[config.mk]
export PLATFORM = sky130hd
export DESIGN_NAME = tsi_trigger_unit
export DESIGN_NICKNAME = d
export VERILOG_FILES = /design/src/rtl/tsi_pkg.sv /design/src/rtl/tsi_trigger_unit.sv /design/src/rtl/tsi_interval_timer.sv
export SDC_FILE = /design/constraint.sdc
export NUM_CORES = 1
export LEC_CHECK = 0
export ABC_AREA = 1
export BUFFER_PORTS_ARGS = -buffer_cell sky130_fd_sc_hd__buf_2
export CAP_MARGIN = 15
export CORE_AREA = 2 2 153 155
export DETAILED_ROUTE_END_ITERATION = 8
export DIE_AREA = 0 0 155 157
export GPL_TIMING_DRIVEN = 0
export PLACE_DENSITY_LB_ADDON = 0.12
export SYNTH_ARGS = -nofsm -noshare
export SYNTH_HDL_FRONTEND = slang
export SYNTH_SLANG_ARGS = --single-unit
export TNS_END_PERCENT = 10
[constraint.sdc]
create_clock -name clk_sys_i -period 4.2 [get_ports clk_sys_i]
set_clock_uncertainty 0.05 [all_clocks]
set_input_delay 0.42 -clock clk_sys_i [delete_from_list [all_inputs] [get_ports clk_sys_i]]
set_output_delay 0.42 -clock clk_sys_i [all_outputs]
set_load 0.01 [all_outputs]
[src/rtl/tsi_pkg.sv]
/*
  tsi_pkg: constants, modes and bus carriers of the trigger source and interval unit.
  Assumes a 100 MHz system clock and a 32-bit APB register bus.
*/
package tsi_pkg;
  // timing
  localparam int unsigned CLK_PERIOD_NS = 10;
  localparam int unsigned TICK_NS = 1000;
  localparam int unsigned CYC_PER_US = (TICK_NS + CLK_PERIOD_NS - 1) / CLK_PERIOD_NS;
  localparam int unsigned INTERVAL_MIN_US = 1;
  localparam int unsigned INTERVAL_MAX_S = 10;
  localparam int unsigned INTERVAL_MAX_US = INTERVAL_MAX_S * 1000000;
  localparam int unsigned INTERVAL_W = 24;
  localparam logic [INTERVAL_W-1:0] INTERVAL_RST = 24'h0003e8;

  // register offsets
  localparam logic [11:0] OFS_CTRL = 12'h000;
  localparam logic [11:0] OFS_INTERVAL = 12'h004;
  localparam logic [11:0] OFS_STATUS = 12'h008;
  localparam logic [11:0] OFS_CMD = 12'h00c;
  localparam logic [11:0] OFS_TRIGCNT = 12'h010;

  // field positions
  localparam int unsigned CTRL_SRC_BIT = 0;
  localparam int unsigned CTRL_SLOPE_BIT = 1;
  localparam int unsigned CTRL_MODE_LSB = 2;
  localparam int unsigned CMD_RUN_BIT = 0;
  localparam int unsigned CMD_STOP_BIT = 1;
  localparam int unsigned CMD_FORCE_BIT = 2;
  localparam int unsigned ST_RUN_BIT = 0;
  localparam int unsigned ST_SRC_BIT = 1;
  localparam int unsigned ST_GATE_BIT = 2;
  localparam int unsigned ST_LVL_BIT = 3;
  localparam int unsigned ST_BUSY_BIT = 4;
  localparam int unsigned TRIGCNT_W = 16;

  typedef enum logic [1:0] {
    TSI_MODE_CONT,
    TSI_MODE_TRIG,
    TSI_MODE_GATED,
    TSI_MODE_ENH
  } tsi_mode_t;

  typedef struct packed {
    tsi_mode_t mode;
    logic slope_fall;
    logic src_int;
  } tsi_cfg_t;

  localparam tsi_cfg_t CFG_RST = '{mode: TSI_MODE_CONT, slope_fall: 1'b0, src_int: 1'b0};

  typedef struct packed {
    logic psel;
    logic penable;
    logic pwrite;
    logic [11:0] paddr;
    logic [31:0] pwdata;
  } tsi_apb_req_t;

  typedef struct packed {
    logic pready;
    logic pslverr;
    logic [31:0] prdata;
  } tsi_apb_rsp_t;
endpackage : tsi_pkg

[src/rtl/tsi_trigger_unit.sv]
/*
  tsi_trigger_unit: trigger source selection, slope/polarity qualification, manual force and
  internal interval generator, with an APB register slave.
  Assumes the external trigger input is already the digital result of the level comparator,
  busy_i comes from the run-mode sequencer, and force_button_i is a debounced level.
*/
// Design decisions made here: register access over APB and the placing of the registers.
// Functional notes
// - Source setting offers only external input or internal periodic generator.
// - External source: trigger events come only from the external input or a force.
// - Internal source: only interval configurable; gated mode gets no internal triggers.
// - Slope picks rising or falling edge; in gated mode it sets polarity.
// - Gated mode: trigger asserted while qualified input is at or above threshold.
// - Internal generator pulses once per interval, 1.0 us up to 10.0 s.
// - Interval count starts at the run command; first pulse one interval later.
// - Manual force makes a trigger at once, whatever the source.
// - Force leaves the interval timer and its schedule untouched.
// - External source disables periodic triggers; only external or force remain.
// - Triggered and enhanced modes ignore external edges and forces while output is in progress.
// - Gated output follows trigger true or force held, stops when both drop.
`timescale 1ns/1ps
module tsi_trigger_unit #(
  parameter int unsigned CYC_PER_US = tsi_pkg::CYC_PER_US,
  parameter int unsigned INTERVAL_MAX_US = tsi_pkg::INTERVAL_MAX_US
) (
  // clock and reset
  input wire logic clk_sys_i,
  input wire logic rst_n_i,
  // register bus
  input wire tsi_pkg::tsi_apb_req_t apb_req_i,
  output tsi_pkg::tsi_apb_rsp_t apb_rsp_o,
  // trigger sources
  input wire logic external_trigger_input_i,
  input wire logic force_button_i,
  // run-mode sequencer
  input wire logic busy_i,
  output logic trig_pulse_o,
  output logic gate_o,
  output logic running_o
);
  import tsi_pkg::*;

  typedef enum logic {
    TSI_ST_STOPPED,
    TSI_ST_RUN
  } tsi_state_t;

  localparam logic [INTERVAL_W-1:0] IV_MIN = INTERVAL_W'(INTERVAL_MIN_US);
  localparam logic [INTERVAL_W-1:0] IV_MAX = INTERVAL_W'(INTERVAL_MAX_US);

  function automatic logic reg_mapped(input logic [11:0] a);
    reg_mapped = (a == OFS_CTRL) || (a == OFS_INTERVAL) || (a == OFS_STATUS) ||
                 (a == OFS_CMD) || (a == OFS_TRIGCNT);
  endfunction : reg_mapped

  function automatic logic [INTERVAL_W-1:0] clamp_iv(input logic [31:0] v);
    if (v < 32'(IV_MIN)) begin
      clamp_iv = IV_MIN;
    end else if (v > 32'(IV_MAX)) begin
      clamp_iv = IV_MAX;
    end else begin
      clamp_iv = v[INTERVAL_W-1:0];
    end
  endfunction : clamp_iv

  // reset release
  logic rst_s1_q;
  logic rst_n;

  always_ff @(posedge clk_sys_i or negedge rst_n_i) begin
    if (!rst_n_i) begin
      rst_s1_q <= 1'b0;
      rst_n <= 1'b0;
    end else begin
      rst_s1_q <= 1'b1;
      rst_n <= rst_s1_q;
    end
  end

  // external input synchroniser and edge history
  logic ext_s1_q;
  logic ext_s2_q;
  logic ext_s3_q;

  always_ff @(posedge clk_sys_i or negedge rst_n) begin
    if (!rst_n) begin
      ext_s1_q <= 1'b0;
      ext_s2_q <= 1'b0;
      ext_s3_q <= 1'b0;
    end else begin
      ext_s1_q <= external_trigger_input_i;
      ext_s2_q <= ext_s1_q;
      ext_s3_q <= ext_s2_q;
    end
  end

  logic frc_btn_q;

  always_ff @(posedge clk_sys_i or negedge rst_n) begin
    if (!rst_n) begin
      frc_btn_q <= 1'b0;
    end else begin
      frc_btn_q <= force_button_i;
    end
  end

  // register bus
  tsi_cfg_t cfg_q;
  logic [INTERVAL_W-1:0] interval_q;
  logic [31:0] prdata_q;
  logic pslverr_q;
  logic apb_setup;
  logic apb_access;
  logic wr_en;
  logic cmd_run;
  logic cmd_stop;
  logic cmd_force;
  logic iv_wr;

  assign apb_setup = apb_req_i.psel && !apb_req_i.penable;
  assign apb_access = apb_req_i.psel && apb_req_i.penable;
  assign wr_en = apb_access && apb_req_i.pwrite && reg_mapped(apb_req_i.paddr);
  assign cmd_run = wr_en && (apb_req_i.paddr == OFS_CMD) && apb_req_i.pwdata[CMD_RUN_BIT];
  assign cmd_stop = wr_en && (apb_req_i.paddr == OFS_CMD) && apb_req_i.pwdata[CMD_STOP_BIT];
  assign cmd_force = wr_en && (apb_req_i.paddr == OFS_CMD) && apb_req_i.pwdata[CMD_FORCE_BIT];
  assign iv_wr = wr_en && (apb_req_i.paddr == OFS_INTERVAL);

  always_ff @(posedge clk_sys_i or negedge rst_n) begin
    if (!rst_n) begin
      cfg_q <= CFG_RST;
    end else if (wr_en && (apb_req_i.paddr == OFS_CTRL)) begin
      cfg_q.src_int <= apb_req_i.pwdata[CTRL_SRC_BIT];
      cfg_q.slope_fall <= apb_req_i.pwdata[CTRL_SLOPE_BIT];
      cfg_q.mode <= tsi_mode_t'(apb_req_i.pwdata[CTRL_MODE_LSB +: 2]);
    end
  end

  // out-of-range intervals are clamped rather than refused, so software always reads what runs
  always_ff @(posedge clk_sys_i or negedge rst_n) begin
    if (!rst_n) begin
      interval_q <= INTERVAL_RST;
    end else if (iv_wr) begin
      interval_q <= clamp_iv(apb_req_i.pwdata);
    end
  end

  // run state
  tsi_state_t state_q;
  logic run;

  always_ff @(posedge clk_sys_i or negedge rst_n) begin
    if (!rst_n) begin
      state_q <= TSI_ST_STOPPED;
    end else begin
      case (state_q)
        TSI_ST_STOPPED: begin
          if (cmd_run) begin
            state_q <= TSI_ST_RUN;
          end
        end
        TSI_ST_RUN: begin
          if (cmd_stop && !cmd_run) begin
            state_q <= TSI_ST_STOPPED;
          end
        end
        default: begin
          state_q <= TSI_ST_STOPPED;
        end
      endcase
    end
  end

  assign run = (state_q == TSI_ST_RUN);

  // interval generator: restarted only by the run command
  logic tick;

  tsi_interval_timer #(
    .CYC_PER_US(CYC_PER_US),
    .IW(INTERVAL_W)
  ) u_timer (
    .clk_i(clk_sys_i),
    .rst_n_i(rst_n),
    .start_i(cmd_run),
    .en_i(run),
    .interval_i(interval_q),
    .tick_o(tick)
  );

  // qualification
  logic ext_lvl;
  logic ext_edge;
  logic force_evt;
  logic edge_mode;
  logic blocked;
  logic int_trig;
  logic ext_trig;
  logic trig_d;
  logic trig_q;
  logic gate_d;
  logic gate_q;

  assign ext_lvl = ext_s2_q ^ cfg_q.slope_fall;
  assign ext_edge = cfg_q.slope_fall ? (ext_s3_q && !ext_s2_q) : (!ext_s3_q && ext_s2_q);
  assign force_evt = cmd_force || (force_button_i && !frc_btn_q);
  assign edge_mode = (cfg_q.mode != TSI_MODE_GATED);
  // enhanced mode is handled like triggered here; sequence-table behaviour lives in the sequencer
  assign blocked = ((cfg_q.mode == TSI_MODE_TRIG) || (cfg_q.mode == TSI_MODE_ENH)) && busy_i;
  assign int_trig = cfg_q.src_int && tick;
  assign ext_trig = !cfg_q.src_int && ext_edge;
  assign trig_d = run && edge_mode && !blocked && (ext_trig || int_trig || force_evt);
  assign gate_d = run && !edge_mode && ((!cfg_q.src_int && ext_lvl) || force_button_i);

  always_ff @(posedge clk_sys_i or negedge rst_n) begin
    if (!rst_n) begin
      trig_q <= 1'b0;
    end else begin
      trig_q <= trig_d;
    end
  end

  always_ff @(posedge clk_sys_i or negedge rst_n) begin
    if (!rst_n) begin
      gate_q <= 1'b0;
    end else begin
      gate_q <= gate_d;
    end
  end

  // trigger counter, cleared by the run command
  logic [TRIGCNT_W-1:0] trigcnt_q;

  always_ff @(posedge clk_sys_i or negedge rst_n) begin
    if (!rst_n) begin
      trigcnt_q <= '0;
    end else if (cmd_run) begin
      trigcnt_q <= '0;
    end else if (trig_q) begin
      trigcnt_q <= trigcnt_q + 1'b1;
    end
  end

  // read data is captured in the setup cycle so the answer comes with no wait state
  logic [31:0] rd_mux;

  always_comb begin
    rd_mux = 32'h00000000;
    case (apb_req_i.paddr)
      OFS_CTRL: begin
        rd_mux[CTRL_SRC_BIT] = cfg_q.src_int;
        rd_mux[CTRL_SLOPE_BIT] = cfg_q.slope_fall;
        rd_mux[CTRL_MODE_LSB +: 2] = cfg_q.mode;
      end
      OFS_INTERVAL: begin
        rd_mux[INTERVAL_W-1:0] = interval_q;
      end
      OFS_STATUS: begin
        rd_mux[ST_RUN_BIT] = run;
        rd_mux[ST_SRC_BIT] = cfg_q.src_int;
        rd_mux[ST_GATE_BIT] = gate_q;
        rd_mux[ST_LVL_BIT] = ext_lvl;
        rd_mux[ST_BUSY_BIT] = busy_i;
      end
      OFS_TRIGCNT: begin
        rd_mux[TRIGCNT_W-1:0] = trigcnt_q;
      end
      default: begin
        rd_mux = 32'h00000000;
      end
    endcase
  end

  always_ff @(posedge clk_sys_i or negedge rst_n) begin
    if (!rst_n) begin
      prdata_q <= 32'h00000000;
      pslverr_q <= 1'b0;
    end else if (apb_setup) begin
      prdata_q <= apb_req_i.pwrite ? 32'h00000000 : rd_mux;
      pslverr_q <= !reg_mapped(apb_req_i.paddr);
    end
  end

  assign apb_rsp_o.pready = apb_access;
  assign apb_rsp_o.pslverr = apb_access && pslverr_q;
  assign apb_rsp_o.prdata = prdata_q;
  assign trig_pulse_o = trig_q;
  assign gate_o = gate_q;
  assign running_o = run;

  // helper: cycles since the timer schedule was last anchored
  logic [31:0] since_q;
  logic sched_ok_q;

  always_ff @(posedge clk_sys_i or negedge rst_n) begin
    if (!rst_n) begin
      since_q <= 32'h00000000;
      sched_ok_q <= 1'b0;
    end else begin
      since_q <= cmd_run ? 32'h00000000 : (tick ? 32'h00000001 : since_q + 32'h00000001);
      sched_ok_q <= cmd_run || (sched_ok_q && !iv_wr && !cmd_stop);
    end
  end

  a_tick_period: assert property (@(posedge clk_sys_i) disable iff (!rst_n)
    tick && sched_ok_q |-> since_q == 32'(interval_q) * 32'(CYC_PER_US))
    else $error("interval tick off schedule");

  // no tick may come sooner than one microsecond after the run command or the previous tick
  a_start_quiet: assert property (@(posedge clk_sys_i) disable iff (!rst_n)
    tick |-> since_q >= 32'(CYC_PER_US))
    else $error("tick too soon after run command");

  a_busy_blocks: assert property (@(posedge clk_sys_i) disable iff (!rst_n)
    trig_pulse_o && $past(cfg_q.mode == TSI_MODE_TRIG) |-> !$past(busy_i))
    else $error("trigger passed while output busy");

  a_gated_no_pulse: assert property (@(posedge clk_sys_i) disable iff (!rst_n)
    $past(cfg_q.mode == TSI_MODE_GATED) |-> !trig_pulse_o)
    else $error("edge trigger emitted in gated mode");

  a_ext_source_only: assert property (@(posedge clk_sys_i) disable iff (!rst_n)
    trig_pulse_o && !$past(cfg_q.src_int) |-> $past(ext_edge || force_evt))
    else $error("periodic trigger with external source");

  a_edge_to_pulse: assert property (@(posedge clk_sys_i) disable iff (!rst_n)
    run && edge_mode && !blocked && ext_trig |=> trig_pulse_o)
    else $error("qualified edge gave no pulse");

  a_force_now: assert property (@(posedge clk_sys_i) disable iff (!rst_n)
    run && edge_mode && !blocked && cmd_force |=> trig_pulse_o)
    else $error("force gave no pulse");

  a_gate_level: assert property (@(posedge clk_sys_i) disable iff (!rst_n)
    run && !edge_mode && !cfg_q.src_int && (ext_s2_q != cfg_q.slope_fall) |=> gate_o)
    else $error("gate not asserted at active level");

  a_gate_release: assert property (@(posedge clk_sys_i) disable iff (!rst_n)
    !(ext_lvl && !cfg_q.src_int) && !force_button_i |=> !gate_o)
    else $error("gate held without trigger or force");

  a_enh_busy: assert property (@(posedge clk_sys_i) disable iff (!rst_n)
    trig_pulse_o && $past(cfg_q.mode == TSI_MODE_ENH) |-> !$past(busy_i))
    else $error("enhanced trigger passed while output busy");

  a_int_gated: assert property (@(posedge clk_sys_i) disable iff (!rst_n)
    run && !edge_mode && cfg_q.src_int && !force_button_i |=> !gate_o)
    else $error("internal source opened the gate");

  a_btn_gate: assert property (@(posedge clk_sys_i) disable iff (!rst_n)
    run && !edge_mode && force_button_i |=> gate_o)
    else $error("held force did not open the gate");
endmodule : tsi_trigger_unit

[src/rtl/tsi_interval_timer.sv]
/*
  tsi_interval_timer: microsecond prescaler and interval down-counter, one tick pulse per interval.
  Assumes an asynchronous active-low reset already released cleanly, and interval_i of at least 1.
*/
`timescale 1ns/1ps
module tsi_interval_timer #(
  parameter int unsigned CYC_PER_US = tsi_pkg::CYC_PER_US,
  parameter int unsigned IW = tsi_pkg::INTERVAL_W
) (
  // clock and reset
  input wire logic clk_i,
  input wire logic rst_n_i,
  // control
  input wire logic start_i,
  input wire logic en_i,
  input wire logic [IW-1:0] interval_i,
  // event
  output logic tick_o
);
  localparam logic [15:0] PRE_LOAD = 16'(CYC_PER_US - 1);

  logic [15:0] pre_q;
  logic [IW-1:0] cnt_q;
  logic tick_q;

  // the reload takes the interval value current at that moment, so a new value applies from the next period
  always_ff @(posedge clk_i or negedge rst_n_i) begin
    if (!rst_n_i) begin
      pre_q <= 16'h0000;
      cnt_q <= '0;
    end else if (start_i) begin
      pre_q <= PRE_LOAD;
      cnt_q <= interval_i - 1'b1;
    end else if (en_i) begin
      if (pre_q == 16'h0000) begin
        pre_q <= PRE_LOAD;
        cnt_q <= (cnt_q == '0) ? interval_i - 1'b1 : cnt_q - 1'b1;
      end else begin
        pre_q <= pre_q - 16'h0001;
      end
    end
  end

  always_ff @(posedge clk_i or negedge rst_n_i) begin
    if (!rst_n_i) begin
      tick_q <= 1'b0;
    end else begin
      tick_q <= !start_i && en_i && (pre_q == 16'h0000) && (cnt_q == '0);
    end
  end

  assign tick_o = tick_q;
endmodule : tsi_interval_timer

==> flow_metrics.env <==
export IMPL_hold_viol=0
export IMPL_syn_area_um2=7412
export IMPL_fmax_mhz=464.5
export IMPL_postSynthCellCount=1047
export IMPL_grt_pass1_vias=6833
export IMPL_pwr_share_comb_pct=16.0
export IMPL_first_pass_iters=6
export IMPL_synthMuxAreaShare_pct=0
export IMPL_drt_drc_violations_left=0
export IMPL_hp_class="in2reg"
export IMPL_dp_hpwl_mm=17.88
export IMPL_dp_cells=1420
export IMPL_p_seq_share_pct=42.3
export IMPL_drt_wirelength_per_cell_um=15.94
export IMPL_grt_usage_pct=19.93
export IMPL_die_h_um=157
export IMPL_cts_tree="done"
export IMPL_synth_cell_type_count=41
export IMPL_via_per_inst=4.827
export IMPL_syn_to_final_growth_pct=18.47
export IMPL_synthSimpleGateAreaFrac_pct=32.39
export IMPL_drive_gt1_share_pct=15.15
export IMPL_io_buffer_count=80
export IMPL_grt_antenna_before_repair=0
export IMPL_grt_pass1_wl_mm=37.26
export IMPL_overflow=0
export IMPL_grt_max_degree=63
export IMPL_drt_iter0_markers=395
export IMPL_instances_no_fill=1453
export IMPL_period_minus_slack_ns=2.153
export IMPL_rows=55
export IMPL_start_util_pct=32.94
export IMPL_p_total_uw=3345
export IMPL_synth_edff_count=0
export IMPL_p_clk_share_pct=41.7
export IMPL_fp_dieW_um=155
export IMPL_yosys_most_used_dff="dfrtp_1"
export IMPL_endpoint_kind="register"
export IMPL_p_leak_uw=0.004361
export IMPL_place_gp_congestion=0.8845
export IMPL_diodes=0
export IMPL_synth_fa_ha_area_share_pct=1.013
export IMPL_htreeDepth=4
export IMPL_critPathLaunchType="register"
export IMPL_worst_pin_slew_ns=0.8399
export IMPL_swShare_pct=32.95
export IMPL_report_final_slew_viol_count=0
export IMPL_clk_path_buf_depth=2
export IMPL_crit_fanout=10
export IMPL_ys_ff_latch=119
export IMPL_nNetsFinal=1213
export IMPL_cts_repair_resize_count=0
export IMPL_io_pins=89
export IMPL_status="finished, final reports clean"
export IMPL_cts_sinks=119
export IMPL_drt_wl_total_mm=23.17
export IMPL_synth_top_family_by_area="simple AND/OR/NAND/NOR gates"
export IMPL_die_area_um2=24340
export IMPL_yosysSeqAreaShare_pct=40.28
export IMPL_core_um2=22500
export IMPL_intPower_uw=2243
export IMPL_ys_warn_count=0
export IMPL_path_class="reg2reg"
export IMPL_cts_buffers=17
export IMPL_finalSetupTns_ns=0
export IMPL_num_vias=7014
export IMPL_clk_pin_slew_ns=0.06
export IMPL_crit_arrival_ns=2.42
export IMPL_design_area_um2=8781
export IMPL_rsz0062_at_grt="false"
export IMPL_fillers=2402
export IMPL_insertion_delay_ns=0.44
export IMPL_placed_cell_area_um2=8227
export IMPL_period_share_pct=51.26
export IMPL_setup_viol=0
export IMPL_ant_nets=0
export IMPL_drv_cap=0
export IMPL_synth_compound_area_share_pct=11.66
export IMPL_postSynthAreaPerCell_um2=7.079
export IMPL_async_flop_share_pct=100.0
export IMPL_p_sw_uw=1102
export IMPL_p_per_area_nw_per_um2=381.0
export IMPL_worstPathRequired_ns=4.46
export IMPL_synth_xor_area_share_pct=4.372
export IMPL_cts_root_buffer="clkbuf_16"
export IMPL_vdd_drop_max_mv=0.2099
export IMPL_slew_headroom_pct=44.01
worst paths after layout:
check / startpoint / to / slack (ns) / depth (start not counted)
setup / recovery: u_timer.cnt_q[14]$_DFFE_PN0P_ / u_timer.cnt_q[9]$_DFFE_PN0P_ / 2.05 / 9
hold / removal: external_trigger_input_i / ext_s1_q$_DFF_PN0_ / 0.04 / 1
setup reg to reg: u_timer.cnt_q[14]$_DFFE_PN0P_ / u_timer.cnt_q[9]$_DFFE_PN0P_ / 2.05 / 9
hold reg to reg: ext_s1_q$_DFF_PN0_ / ext_s2_q$_DFF_PN0_ / 0.30 / 0
max in group asynchronous: rst_n$_DFF_PN0_ / interval_q[3]$_DFFE_PN1P_ / 2.90 / 1
min in group asynchronous: rst_n_i / rst_n$_DFF_PN0_ / 0.23 / 2
worst max-delay path: stages (launching register included):
cell	delay [ns]
dfrtp_1	0.42
nor2_1	0.24
nand2_1	0.10
nor2_1	0.26
nand4_1	0.20
nand2_1	0.20
buf_4	0.24
nand3_1	0.17
nand3_1	0.11
nand2_1	0.05
cell type report:
cell class              count  area (µm²)  area share, %
multi-input cells         768        3699          42.12
flip-flops and latches    119        2989          34.04
inverters                 134       503.0          5.728
repair buffers             82       437.9          4.987
clock buffers              17       425.4          4.845
well taps                 285       356.6          4.061
plain buffers              33       251.5          2.864
clock inverters            15       118.9          1.354
metrics by stage:
stage	setup slack [ns]	hold slack, ns	util (%)
after floorplan	0.5998	0.07441	-
after global placement	-1.207	0.1566	36.42
after detailed placement	1.841	0.1568	36.56
after CTS	2.064	0.03954	39.02
after global routing	1.873	0.03309	39.02
final	2.047	0.04431	39.02
cell usage in the layout, fill, tap and decap left out, drive strengths merged:
cell type,netlist,final
a211oi,1,1
a21o,1,1
a21oi,25,25
a22o,10,10
a31oi,2,2
buf,29,110
clkbuf,4,21
clkinv,0,3
clkinvlp,0,4
conb,2,9
dfrtp,113,113
dfstp,6,6
dlygate4sd3,0,1
ha,6,6
inv,134,142
nand2,295,295
nand3,85,85
nand3b,3,3
nand4,15,15
nor2,139,139
nor3,25,25
nor3b,1,1
nor4,2,2
o2111ai,1,1
o211ai,11,11
o21a,2,2
o21ai,71,71
o21bai,1,1
o22ai,14,14
o31ai,8,8
or2,4,4
xnor2,4,4
xor2,33,33
cells by family after synthesis:
group / Yosys count
compound gates: 147
xor+xnor: 37
fa+ha+maj: 6
buf+inv: 167
flops: 119
other cells: 2
simple gates: 569
state kept, by name, indices dropped and copies added, names as in the netlist:
signal and cells:
pslverr_q 1, u_timer.pre_q 16, rst_n 1, u_timer.tick_o 1
ext_s3_q 1, gate_o 1, cfg_q 4, ext_s2_q 1
prdata_q 24, trigcnt_q 16, u_timer.cnt_q 24, trig_pulse_o 1
rst_s1_q 1, ext_s1_q 1, frc_btn_q 1, running_o 1
interval_q 24
Yosys cell counts (8+ instances only):
| library cell | n | area share [%] |
|---|---|---|
| o21ai_1 | 21 | 1.4 |
| o31ai_1 | 8 | 0.81 |
| nand3_1 | 85 | 5.7 |
| o211ai_1 | 11 | 1.1 |
| o22ai_1 | 14 | 1.2 |
| a22o_1 | 10 | 1.2 |
| inv_1 | 128 | 6.5 |
| xor2_1 | 33 | 3.9 |
| buf_4 | 14 | 1.4 |
| o21ai_0 | 48 | 3.2 |
| nor2_1 | 134 | 6.8 |
| nand2_1 | 288 | 15 |
| buf_6 | 9 | 1.4 |
| nand4_1 | 14 | 1.2 |
| nor3_1 | 23 | 1.6 |
| a21oi_1 | 25 | 1.7 |
| dfrtp_1 | 113 | 38 |
metal layers:
metal,vias to the layer above,track usage [%],routed length (µm)
li1,3573,-,-
met1,3257,27.01,11170
met2,156,32.80,10700
met3,28,3.442,861
met4,0,5.732,434
met5,-,0,0
power groups by stage:
stage | Combinational [µW] | Clock [µW] | Sequential (µW)
detailed placement | 535 | 0 | 1430
CTS | 537 | 1420 | 1420
finish | 535 | 1400 | 1410
global route | 620 | 1480 | 1440
floorplan | 399 | 0 | 1400
global placement | 510 | 0 | 1450
repair_timing:
action	4_1_cts	5_1_grt
buffers inserted	0	0
hold buffers	1	0
hold endpoints to repair	2	0
No activity file was read; power rests on OpenSTA's default activity.
